`config.mk`:
```
export PLATFORM = sky130hd
export DESIGN_NAME = ldh_ctrl
export DESIGN_NICKNAME = d
export VERILOG_FILES = /design/src/rtl/ldh_pkg.sv /design/src/rtl/ldh_hr_if.sv /design/src/rtl/ldh_ctrl.sv /design/src/rtl/ldh_headroom.sv
export SDC_FILE = /design/constraint.sdc
export NUM_CORES = 2
export LEC_CHECK = 0
export BUFFER_PORTS_ARGS = -buffer_cell sky130_fd_sc_hd__buf_2
export CAP_MARGIN = 20
export CORE_UTILIZATION = 50
export DETAILED_ROUTE_END_ITERATION = 8
export HOLD_SLACK_MARGIN = 0.12
export MAX_ROUTING_LAYER = met4
export PLACE_DENSITY = 0.67
export SLEW_MARGIN = 0
export SYNTH_ARGS = -nofsm -noshare
export SYNTH_HDL_FRONTEND = slang
export SYNTH_SLANG_ARGS = --single-unit
```
`constraint.sdc`:
```
create_clock -name sys_clk -period 13.02 [get_ports sys_clk]
set_input_delay 1.302 -clock sys_clk [delete_from_list [all_inputs] [get_ports sys_clk]]
set_output_delay 1.302 -clock sys_clk [all_outputs]
set_load 0.01 [all_outputs]
```
`src/rtl/ldh_pkg.sv`:
```
package ldh_pkg;

	// Clocks and sampling
	localparam int unsigned SYS_HZ  = 50_000_000;
	localparam int unsigned SYS_NS  = 20;
	localparam int unsigned SMP_HZ  = 10_000_000;
	localparam int unsigned SMP_DIV = SYS_HZ / SMP_HZ;
	localparam int unsigned SMP_NS  = 1_000_000_000 / SMP_HZ;

	// Structure
	localparam int unsigned NSTR  = 6;
	localparam int unsigned PER_W = 20;
	localparam int unsigned DAC_W = 8;

	// Low-dim thresholds, in ns and in sample ticks
	localparam int unsigned LD_ENTER_SLOW_NS = 50_000;
	localparam int unsigned LD_EXIT_SLOW_NS  = 51_000;
	localparam int unsigned LD_ENTER_FAST_NS = 25_000;
	localparam int unsigned LD_EXIT_FAST_NS  = 26_000;
	localparam logic [PER_W-1:0] LD_ENTER_SLOW_TK = PER_W'(LD_ENTER_SLOW_NS / SMP_NS);
	localparam logic [PER_W-1:0] LD_EXIT_SLOW_TK  = PER_W'(LD_EXIT_SLOW_NS / SMP_NS);
	localparam logic [PER_W-1:0] LD_ENTER_FAST_TK = PER_W'(LD_ENTER_FAST_NS / SMP_NS);
	localparam logic [PER_W-1:0] LD_EXIT_FAST_TK  = PER_W'(LD_EXIT_FAST_NS / SMP_NS);

	// DAC scale: code 0 is the lower clamp
	localparam int unsigned DAC_LSB_UV = 2_500;
	localparam int unsigned DAC_MIN_UV = 600_000;
	localparam int unsigned DAC_MAX_UV = 1_250_000;
	localparam int unsigned DAC_SPAN   = (DAC_MAX_UV - DAC_MIN_UV) / DAC_LSB_UV;
	localparam logic [DAC_W-1:0] DAC_CODE_MIN = 8'h00;
	localparam logic [DAC_W-1:0] DAC_CODE_MAX = (DAC_SPAN > 255) ? 8'hFF : DAC_W'(DAC_SPAN);

	// Soft-start step time
	localparam int unsigned SS_STEP_NS  = 196_000;
	localparam int unsigned SS_STEP_CYC = SS_STEP_NS / SYS_NS;

	// Register map (byte addresses)
	localparam logic [7:0] REG_CTRL      = 8'h00;
	localparam logic [7:0] REG_SS_TARGET = 8'h04;
	localparam logic [7:0] REG_STATUS    = 8'h08;
	localparam logic [7:0] REG_STRINGS   = 8'h0C;
	localparam logic [7:0] REG_PERIOD    = 8'h10;
	localparam logic [7:0] REG_ONTIME    = 8'h14;
	localparam logic [7:0] REG_DAC       = 8'h18;

	// Fields and reset values
	localparam int unsigned CTRL_FSW_BIT   = 0;
	localparam logic        CTRL_FSW_RST   = 1'b0;
	localparam logic [7:0]  SS_TARGET_RST  = 8'h80;
	localparam int unsigned ST_STATE_LSB   = 0;
	localparam int unsigned ST_LOWDIM_BIT  = 4;
	localparam int unsigned ST_PHASE_BIT   = 5;
	localparam int unsigned ST_LOCK_BIT    = 6;
	localparam int unsigned ST_FAULT_BIT   = 7;
	localparam int unsigned ST_PIN_BIT     = 8;
	localparam int unsigned STR_UNUSED_LSB = 0;
	localparam int unsigned STR_DISC_LSB   = 8;
	localparam int unsigned STR_EN_LSB     = 16;

	typedef enum logic [2:0] {ST_OFF, ST_CHECK, ST_SOFT, ST_RUN, ST_HOT} ldh_state_t;

endpackage

```
`src/rtl/ldh_hr_if.sv`:
```
`timescale 1ns/1ps
interface ldh_hr_if;
	import ldh_pkg::*;
	logic             enable;
	logic             ss_active;
	logic             update;
	logic             any_low;
	logic             all_high;
	logic [DAC_W-1:0] ss_target;
	logic [DAC_W-1:0] dac_code;
	logic             ss_done;

	modport ctrl (output enable, ss_active, update, any_low, all_high, ss_target,
		input dac_code, ss_done);
	modport hr (input enable, ss_active, update, any_low, all_high, ss_target,
		output dac_code, ss_done);
endinterface

```
`src/rtl/ldh_ctrl.sv`:
```
`timescale 1ns/1ps
module ldh_ctrl
	import ldh_pkg::*;
#(
	parameter int unsigned SS_CYC = SS_STEP_CYC
) (
	input  wire logic              sys_clk,
	input  wire logic              reset_n,
	input  wire logic              psel,
	input  wire logic              penable,
	input  wire logic              pwrite,
	input  wire logic [7:0]        paddr,
	input  wire logic [31:0]       pwdata,
	output logic [31:0]            prdata,
	output logic                   pready,
	output logic                   pslverr,
	input  wire logic              chip_enable,
	input  wire logic              dim_in,
	input  wire logic              phase_shift_select,
	input  wire logic              overtemp_in,
	input  wire logic              fault_output_n_in,
	input  wire logic [NSTR-1:0]   sink_below_low,
	input  wire logic [NSTR-1:0]   sink_above_high,
	input  wire logic [NSTR-1:0]   sink_open,
	input  wire logic [NSTR-1:0]   sink_short,
	input  wire logic [NSTR-1:0]   sink_unused,
	output logic [NSTR-1:0]        string_dim_en,
	output logic                   boost_gate_en,
	output logic                   boost_sync,
	output logic                   comp_connect,
	output logic [DAC_W-1:0]       dac_code,
	output logic                   fault_output_n_out,
	output logic                   fault_output_n_oe
);
	localparam int unsigned IN_W = 5 + 5 * NSTR;

	ldh_hr_if hr_if ();

	// Count strings in use below a given position
	function automatic logic [2:0] count_used(input logic [NSTR-1:0] unused,
		input int unsigned upto);
		logic [2:0] c;
		c = 3'd0;
		for (int j = 0; j < NSTR; j++) begin
			if (j < upto && !unused[j]) begin
				c = c + 3'd1;
			end
		end
		return c;
	endfunction

	// Two-flop synchronisers for all input pins except the APB bus
	logic [IN_W-1:0] in_raw;
	logic [IN_W-1:0] s1_r;
	logic [IN_W-1:0] s2_r;
	logic            en_s;
	logic            dim_s;
	logic            pss_s;
	logic            ot_s;
	logic            fpin_s;
	logic [NSTR-1:0] below_s;
	logic [NSTR-1:0] above_s;
	logic [NSTR-1:0] open_s;
	logic [NSTR-1:0] short_s;
	logic [NSTR-1:0] unused_s;

	assign in_raw = {chip_enable, dim_in, phase_shift_select, overtemp_in, fault_output_n_in,
		sink_below_low, sink_above_high, sink_open, sink_short, sink_unused};

	always_ff @(posedge sys_clk or negedge reset_n) begin
		if (!reset_n) begin
			s1_r <= '0;
			s2_r <= '0;
		end else begin
			s1_r <= in_raw;
			s2_r <= s1_r;
		end
	end

	assign {en_s, dim_s, pss_s, ot_s, fpin_s, below_s, above_s, open_s, short_s, unused_s} = s2_r;

	// Control state
	ldh_state_t      state_r, state_nxt;
	logic [2:0]      smp_cnt_r, smp_cnt_nxt;
	logic            dim_q_r, dim_q_nxt;
	logic [1:0]      det_r, det_nxt;
	logic [PER_W-1:0] per_cnt_r, per_cnt_nxt;
	logic [PER_W-1:0] period_r, period_nxt;
	logic [PER_W-1:0] phase_r, phase_nxt;
	logic [PER_W-1:0] on_cnt_r, on_cnt_nxt;
	logic [PER_W-1:0] on_meas_r, on_meas_nxt;
	logic [PER_W-1:0] on_app_r, on_app_nxt;
	logic [PER_W-1:0] div_rem_r, div_rem_nxt;
	logic [PER_W-1:0] step_r, step_nxt;
	logic            offs_ready_r, offs_ready_nxt;
	logic            low_dim_r, low_dim_nxt;
	logic [NSTR-1:0] unused_mask_r, unused_mask_nxt;
	logic [NSTR-1:0] disc_r, disc_nxt;
	logic [NSTR-1:0] str_en_r, str_en_nxt;
	logic            gate_r, gate_nxt;
	logic            bsync_r, bsync_nxt;
	logic            comp_r, comp_nxt;
	logic            fault_oe_r, fault_oe_nxt;
	logic [1:0]      pwr_cnt_r, pwr_cnt_nxt;
	logic            ps_lat_r, ps_lat_nxt;
	logic            ctrl_fsw_r, ctrl_fsw_nxt;

	logic            tick;
	logic            rise;
	logic            fall;
	logic            running;
	logic [2:0]      n_used;
	logic [NSTR-1:0] active;
	logic [NSTR-1:0] win;
	logic [PER_W-1:0] ld_enter;
	logic [PER_W-1:0] ld_exit;

	// Dim sampled on a 10 MHz tick
	assign tick     = (smp_cnt_r == 3'(SMP_DIV - 1));
	assign rise     = tick & dim_s & ~dim_q_r;
	assign fall     = tick & ~dim_s & dim_q_r;
	assign running  = (state_r == ST_RUN);
	assign n_used   = count_used(unused_mask_r, NSTR);
	assign active   = ~unused_mask_r & ~disc_r;
	assign ld_enter = ctrl_fsw_r ? LD_ENTER_FAST_TK : LD_ENTER_SLOW_TK;
	assign ld_exit  = ctrl_fsw_r ? LD_EXIT_FAST_TK : LD_EXIT_SLOW_TK;

	// Per-string dimming window, offset by fixed 360/n slots
	generate
		for (genvar g = 0; g < NSTR; g++) begin : g_str
			logic [PER_W-1:0] offs;
			logic [PER_W-1:0] rel;
			assign offs = ps_lat_r ? PER_W'(step_r * count_used(unused_mask_r, g)) : '0;
			assign rel  = (phase_r >= offs) ? phase_r - offs : phase_r + period_r - offs;
			assign win[g] = (rel < on_app_r);
		end
	endgenerate

	always_comb begin
		state_nxt       = state_r;
		smp_cnt_nxt     = tick ? 3'd0 : smp_cnt_r + 3'd1;
		dim_q_nxt       = tick ? dim_s : dim_q_r;
		det_nxt         = det_r;
		per_cnt_nxt     = per_cnt_r;
		period_nxt      = period_r;
		phase_nxt       = phase_r;
		on_cnt_nxt      = on_cnt_r;
		on_meas_nxt     = on_meas_r;
		on_app_nxt      = on_app_r;
		div_rem_nxt     = div_rem_r;
		step_nxt        = step_r;
		offs_ready_nxt  = offs_ready_r;
		low_dim_nxt     = low_dim_r;
		unused_mask_nxt = unused_mask_r;
		disc_nxt        = disc_r;
		pwr_cnt_nxt     = pwr_cnt_r;
		ps_lat_nxt      = ps_lat_r;
		// Phase select caught once after reset release
		if (pwr_cnt_r != 2'd3) begin
			pwr_cnt_nxt = pwr_cnt_r + 2'd1;
			if (pwr_cnt_r == 2'd2) begin
				ps_lat_nxt = pss_s;
			end
		end
		case (state_r)
			ST_OFF: begin
				if (en_s) begin
					state_nxt = ST_CHECK;
				end
			end
			ST_CHECK: begin
				unused_mask_nxt = unused_s;
				state_nxt       = ST_SOFT;
			end
			ST_SOFT: begin
				if (hr_if.ss_done && offs_ready_r) begin
					state_nxt = ST_RUN;
				end
			end
			default: begin
			end
		endcase
		// Dimming frequency from the first two rising edges
		if (tick && det_r != 2'd2 && state_r != ST_OFF) begin
			per_cnt_nxt = per_cnt_r + 20'h00001;
			if (rise) begin
				per_cnt_nxt = '0;
				if (det_r == 2'd1) begin
					period_nxt  = per_cnt_r + 20'h00001;
					div_rem_nxt = per_cnt_r + 20'h00001;
					step_nxt    = '0;
					det_nxt     = 2'd2;
				end else begin
					det_nxt = 2'd1;
				end
			end
		end
		// Slot width = period / strings in use
		if (det_r == 2'd2 && !offs_ready_r) begin
			if (n_used == 3'd0 || div_rem_r < PER_W'(n_used)) begin
				offs_ready_nxt = 1'b1;
			end else begin
				div_rem_nxt = div_rem_r - PER_W'(n_used);
				step_nxt    = step_r + 20'h00001;
			end
		end
		// Phase and on-time tracking once the period is measured
		if (tick && det_r == 2'd2) begin
			phase_nxt = (phase_r == period_r - 20'h00001) ? '0 : phase_r + 20'h00001;
			if (dim_s) begin
				on_cnt_nxt = on_cnt_r + 20'h00001;
			end
			if (rise) begin
				phase_nxt  = '0;
				on_cnt_nxt = 20'h00001;
				on_app_nxt = on_meas_r;
			end
			if (fall) begin
				on_meas_nxt = on_cnt_r;
				if (on_cnt_r < ld_enter) begin
					low_dim_nxt = 1'b1;
				end else if (on_cnt_r > ld_exit) begin
					low_dim_nxt = 1'b0;
				end
			end
		end
		// Latch faulty strings out of the dimming control
		if (running) begin
			disc_nxt = disc_r | (open_s & str_en_r & ~unused_mask_r)
				| (short_s & str_en_r & {NSTR{~low_dim_r}});
		end
		if (ot_s && state_r != ST_OFF) begin
			state_nxt = ST_HOT;
		end
		// Enable low clears the control state, frequency included; phase select stays latched
		if (!en_s) begin
			state_nxt       = ST_OFF;
			det_nxt         = 2'd0;
			per_cnt_nxt     = '0;
			period_nxt      = '0;
			phase_nxt       = '0;
			on_cnt_nxt      = '0;
			on_meas_nxt     = '0;
			on_app_nxt      = '0;
			div_rem_nxt     = '0;
			step_nxt        = '0;
			offs_ready_nxt  = 1'b0;
			low_dim_nxt     = 1'b0;
			unused_mask_nxt = '0;
			disc_nxt        = '0;
		end
	end

	// Outputs toward sinks, boost and fault pin
	always_comb begin
		str_en_nxt = running ? (win & active) : '0;
		gate_nxt   = (state_r == ST_SOFT) | (running & (low_dim_r | (|str_en_nxt)));
		comp_nxt   = gate_nxt;
		bsync_nxt  = running & (|(str_en_nxt & ~str_en_r));
		fault_oe_nxt = (|disc_r) | (state_r == ST_HOT);
	end

	always_ff @(posedge sys_clk or negedge reset_n) begin
		if (!reset_n) begin
			state_r       <= ST_OFF;
			smp_cnt_r     <= '0;
			dim_q_r       <= 1'b0;
			det_r         <= '0;
			per_cnt_r     <= '0;
			period_r      <= '0;
			phase_r       <= '0;
			on_cnt_r      <= '0;
			on_meas_r     <= '0;
			on_app_r      <= '0;
			div_rem_r     <= '0;
			step_r        <= '0;
			offs_ready_r  <= 1'b0;
			low_dim_r     <= 1'b0;
			unused_mask_r <= '0;
			disc_r        <= '0;
			str_en_r      <= '0;
			gate_r        <= 1'b0;
			bsync_r       <= 1'b0;
			comp_r        <= 1'b0;
			fault_oe_r    <= 1'b0;
			pwr_cnt_r     <= '0;
			ps_lat_r      <= 1'b0;
		end else begin
			state_r       <= state_nxt;
			smp_cnt_r     <= smp_cnt_nxt;
			dim_q_r       <= dim_q_nxt;
			det_r         <= det_nxt;
			per_cnt_r     <= per_cnt_nxt;
			period_r      <= period_nxt;
			phase_r       <= phase_nxt;
			on_cnt_r      <= on_cnt_nxt;
			on_meas_r     <= on_meas_nxt;
			on_app_r      <= on_app_nxt;
			div_rem_r     <= div_rem_nxt;
			step_r        <= step_nxt;
			offs_ready_r  <= offs_ready_nxt;
			low_dim_r     <= low_dim_nxt;
			unused_mask_r <= unused_mask_nxt;
			disc_r        <= disc_nxt;
			str_en_r      <= str_en_nxt;
			gate_r        <= gate_nxt;
			bsync_r       <= bsync_nxt;
			comp_r        <= comp_nxt;
			fault_oe_r    <= fault_oe_nxt;
			pwr_cnt_r     <= pwr_cnt_nxt;
			ps_lat_r      <= ps_lat_nxt;
		end
	end

	// Headroom counter hookup
	assign hr_if.enable    = (state_r != ST_OFF) && (state_r != ST_HOT);
	assign hr_if.ss_active = (state_r == ST_SOFT);
	assign hr_if.update    = running & fall;
	assign hr_if.any_low   = |(below_s & active);
	assign hr_if.all_high  = (|active) & (&(above_s | ~active));

	ldh_headroom #(
		.SS_CYC (SS_CYC)
	) u_headroom (
		.sys_clk (sys_clk),
		.reset_n (reset_n),
		.hr      (hr_if.hr)
	);

	// APB slave: one access cycle, error on unmapped address
	logic [7:0]  ss_target_r, ss_target_nxt;
	logic [31:0] prdata_r, prdata_nxt;
	logic        pready_r, pready_nxt;
	logic        pslverr_r, pslverr_nxt;
	logic [31:0] rd;
	logic        bad;

	assign hr_if.ss_target = ss_target_r;

	always_comb begin
		rd  = '0;
		bad = 1'b0;
		if (paddr == REG_CTRL) begin
			rd[CTRL_FSW_BIT] = ctrl_fsw_r;
		end else if (paddr == REG_SS_TARGET) begin
			rd[DAC_W-1:0] = ss_target_r;
		end else if (paddr == REG_STATUS) begin
			rd[ST_STATE_LSB +: 3] = state_r;
			rd[ST_LOWDIM_BIT]     = low_dim_r;
			rd[ST_PHASE_BIT]      = ps_lat_r;
			rd[ST_LOCK_BIT]       = offs_ready_r;
			rd[ST_FAULT_BIT]      = fault_oe_r;
			rd[ST_PIN_BIT]        = fpin_s;
		end else if (paddr == REG_STRINGS) begin
			rd[STR_UNUSED_LSB +: NSTR] = unused_mask_r;
			rd[STR_DISC_LSB +: NSTR]   = disc_r;
			rd[STR_EN_LSB +: NSTR]     = str_en_r;
		end else if (paddr == REG_PERIOD) begin
			rd[PER_W-1:0] = period_r;
		end else if (paddr == REG_ONTIME) begin
			rd[PER_W-1:0] = on_app_r;
		end else if (paddr == REG_DAC) begin
			rd[DAC_W-1:0] = hr_if.dac_code;
		end else begin
			bad = 1'b1;
		end
		ctrl_fsw_nxt  = ctrl_fsw_r;
		ss_target_nxt = ss_target_r;
		prdata_nxt    = prdata_r;
		pready_nxt    = 1'b0;
		pslverr_nxt   = 1'b0;
		if (psel && !penable) begin
			pready_nxt  = 1'b1;
			pslverr_nxt = bad;
			prdata_nxt  = pwrite ? 32'h0000_0000 : rd;
		end
		if (psel && penable && pready_r && pwrite && !pslverr_r) begin
			if (paddr == REG_CTRL) begin
				ctrl_fsw_nxt = pwdata[CTRL_FSW_BIT];
			end else if (paddr == REG_SS_TARGET) begin
				ss_target_nxt = pwdata[DAC_W-1:0];
			end
		end
	end

	always_ff @(posedge sys_clk or negedge reset_n) begin
		if (!reset_n) begin
			ctrl_fsw_r  <= CTRL_FSW_RST;
			ss_target_r <= SS_TARGET_RST;
			prdata_r    <= '0;
			pready_r    <= 1'b0;
			pslverr_r   <= 1'b0;
		end else begin
			ctrl_fsw_r  <= ctrl_fsw_nxt;
			ss_target_r <= ss_target_nxt;
			prdata_r    <= prdata_nxt;
			pready_r    <= pready_nxt;
			pslverr_r   <= pslverr_nxt;
		end
	end

	// Output drive, all from flops except the fault pin level, tied low
	assign prdata             = prdata_r;
	assign pready             = pready_r;
	assign pslverr            = pslverr_r;
	assign string_dim_en      = str_en_r;
	assign boost_gate_en      = gate_r;
	assign boost_sync         = bsync_r;
	assign comp_connect       = comp_r;
	assign dac_code           = hr_if.dac_code;
	assign fault_output_n_out = 1'b0;
	assign fault_output_n_oe  = fault_oe_r;
endmodule

```
`src/rtl/ldh_headroom.sv`:
```
`timescale 1ns/1ps
module ldh_headroom
	import ldh_pkg::*;
#(
	parameter int unsigned SS_CYC = SS_STEP_CYC
) (
	input wire logic sys_clk,
	input wire logic reset_n,
	ldh_hr_if.hr     hr
);
	logic [DAC_W-1:0] code_r;
	logic [DAC_W-1:0] code_nxt;
	logic [23:0]      ss_cnt_r;
	logic [23:0]      ss_cnt_nxt;
	logic             done_r;
	logic             done_nxt;

	// Soft-start ramp, then window-driven up/down counting
	always_comb begin
		code_nxt   = code_r;
		ss_cnt_nxt = ss_cnt_r;
		done_nxt   = done_r;
		if (!hr.enable) begin
			code_nxt   = DAC_CODE_MIN;
			ss_cnt_nxt = '0;
			done_nxt   = 1'b0;
		end else if (hr.ss_active && !done_r) begin
			if (ss_cnt_r == 24'(SS_CYC - 1)) begin
				ss_cnt_nxt = '0;
				if (code_r >= hr.ss_target || code_r == DAC_CODE_MAX) begin
					done_nxt = 1'b1;
				end else begin
					code_nxt = code_r + 8'h01;
				end
			end else begin
				ss_cnt_nxt = ss_cnt_r + 24'h000001;
			end
		end else if (hr.update) begin
			if (hr.any_low) begin
				if (code_r < DAC_CODE_MAX) begin
					code_nxt = code_r + 8'h01;
				end
			end else if (hr.all_high && code_r > DAC_CODE_MIN) begin
				code_nxt = code_r - 8'h01;
			end
		end
	end

	always_ff @(posedge sys_clk or negedge reset_n) begin
		if (!reset_n) begin
			code_r   <= DAC_CODE_MIN;
			ss_cnt_r <= '0;
			done_r   <= 1'b0;
		end else begin
			code_r   <= code_nxt;
			ss_cnt_r <= ss_cnt_nxt;
			done_r   <= done_nxt;
		end
	end

	assign hr.dac_code = code_r;
	assign hr.ss_done  = done_r;
endmodule

```
==> qor.csv <==
metric,value,unit
die_width,268,um
cts_buffer_depth,3,
peakVddDrop,122,uV
fin_crit_sh,86.9,%
final_util,54.9,%
r2r_slack,1710,ps
first_pass_iters,8,
routed_wirelength,118000,um
max_freq,88.4,MHz
port_buffers,97,
synth_top_family_by_area,compound AO/OA/AOI/OAI gates,
drive_above_1_share,7.07,%
drt-initial-drc-count,3103,
syn_inst,4405,
vias,33200,
power_density,66.8,nW/um^2
arrival,11790,ps
async_reset_ff_share,100,%
clk_latency,590,ps
crit_type,flip-flop to flip-flop,
worst_ep_required_time,13500,ps
drc,0,
grt.overflow.total,0,
status,finished clean,
dp_hpwl,87100,um
gp_congestion,0.963,
synth-adder-area-share,19.9,%
dp_cells,5364,
whs_endpoint,s2_r[12],
cts_buffers,38,
crit_buf_inv,2,
ys_ff_latch,331,
viasPerCell,6.11,
synth.area.mux_share,1.83,%
critPathTopFamily,compound AO/OA/AOI/OAI gates,
hp-class,flip-flop to flip-flop,
cts-resized-gates,0,
crit_path_frequent_cell,a21o_1,
synth-xor-area-share,7.47,%
total_power,0.00257,W
crit_path_top_delay_cell,ha_1,
ys.flop_type,dfrtp_1,
netlist_area,35400,um^2
finalCriticalPeriod,11310,ps
cts_max_level,2,
hold_buffers,0,
stdcell_count,5436,
grtUsageTotal,33.7,%
tightest_slew,1170,ps
dpl_cell_area,37100,um^2
clkSlewWorstSetupHoldPaths,70,ps
rows,97,
ys_types,79,
area_delta_synth_final,8.69,%
wl_per_cell,21.7,um
cts-root-buf,clkbuf_16,
drv_slew,0,
die_area,71800,um^2
rsz0062_at_grt,no,
r2r_start,unused_mask_r[0],
ios,133,
hold_viol,0,
stdcell_area,38400,um^2
max_stage_delay,850,ps
min_from,s1_r[12],
yosysSeqAreaShare,23.4,%
dieHeight,268,um
cp.depth,42,
path_max_fanout,22,
drv_cap,0,
ff2ff_path_depth,42,
fp.coreArea,70000,um^2
fillers,6692,
startpoint,unused_mask_r[0],
final_nets,5069,
clock_skew,53.8,ps
grt_pass1_wl,179000,um
yosys.area_share.simple,20.9,%
grt_max_degree,130,
antenna_found_initial,1,
final_cell_mix,"556 x nand2_1, 456 x ha_1, 329 x o21ai_0",
setup_violations,0,
clock-sinks,331,
worst_setup_path_end_kind,flip-flop,
synth_compound_area_share,21.7,%
start_util,50.5,%
antenna_left,0,
reg2reg_to,boost_sync,
hold_depth,0,
fin_tns_setup,0,ps
mostFrequentLayoutCell,nand2_1,
leakage,18.6,nW
grt_pass1_vias,30100,
relSlewSlack,21.7,%
post-cts-setup-buffer-count,0,
synth-edff-count,0,
synth_warnings,0,
syn_avg_cell_area,8.03,um^2
critPathLaunchType,flip-flop,
cts_tree,built,
-- power breakdown --
part	switching (W)	internal, W	total [W]
clock network	0.000471	0.000651	0.00112
registers	0.0000278	0.00105	0.00107
logic	0.000261	0.000112	0.000372
-- layout make-up --
class                   instances  area (um^2)  share of cell area (%)
inverters                     256          961                    2.50
well taps                     940         1180                    3.06
flip-flops and latches        331         8290                    21.6
multi-input cells            3655        25600                    66.5
diodes                          1         2.50                 0.00651
clock buffers                  50         1040                    2.70
clock inverters                19          244                   0.635
repair buffers                184         1160                    3.02
-- per-stage QoR --
step	hold WS, ps	setup slack [ps]
finish	316	1710
global route	341	986
CTS	312	1930
detailed placement	335	2000
global placement	332	2040
floorplan	331	3390
-- Yosys cell counts (15+ instances only) --
cell type  instances  area share (%)
nand2_1          556             5.9
ha_1             456              16
dfrtp_1          330              23
o21ai_0          329             4.7
nor2_1           313             3.3
a21oi_1          300             4.2
inv_1            256             2.7
xnor2_1          174             4.3
clkbuf_1         154             1.6
a21o_1           125             2.7
nand3_1          123             1.7
xor2_1           117             2.9
nor3_1            93             1.3
nor2b_1           78             1.4
and3_1            72             1.3
and2_1            71             1.3
fa_1              67             3.8
nand2b_1          58             1.0
nand4_1           55            0.97
or3_1             49            0.87
o21a_1            48             1.0
a21boi_0          45            0.96
a31oi_1           38            0.67
o31ai_1           38            0.81
mux2i_1           33            0.93
o21bai_1          32            0.68
mux2_2            26            0.83
o211ai_1          25            0.53
a211oi_1          24            0.51
a22o_1            24            0.59
nor4_1            21            0.37
a211o_1           18            0.45
o41ai_1           18            0.45
o21ai_1           15            0.21
-- layer usage --
metal / wire (um) / global-route usage [%]
met4: 5970 / 14.3
met5: 0 / -
met1: 50800 / 44.4
met3: 8770 / 5.08
met2: 52600 / 51.6
-- logic make-up after synthesis --
kind of cell | after synthesis
and+or+nand+nor | 1557
adders and majority gates | 523
AOI/OAI and AO/OA | 1209
muxes | 60
xor gates and xnor gates | 295
DFF | 331
other | 1
buffers and inverters | 429
-- state kept, by name, summed over array words and instances, names as in the netlist, 22 cells and up --
name and flops:
prdata 22, u_headroom.ss_cnt_r 24, s2_r 35, s1_r 35
-- how the worst max path moves through the flow --
stage                        end
floorplan           comp_connect
global placement      boost_sync
detailed placement    boost_sync
CTS                   boost_sync
global route          boost_sync
finish                boost_sync
Power figures use the tool's default switching activity.
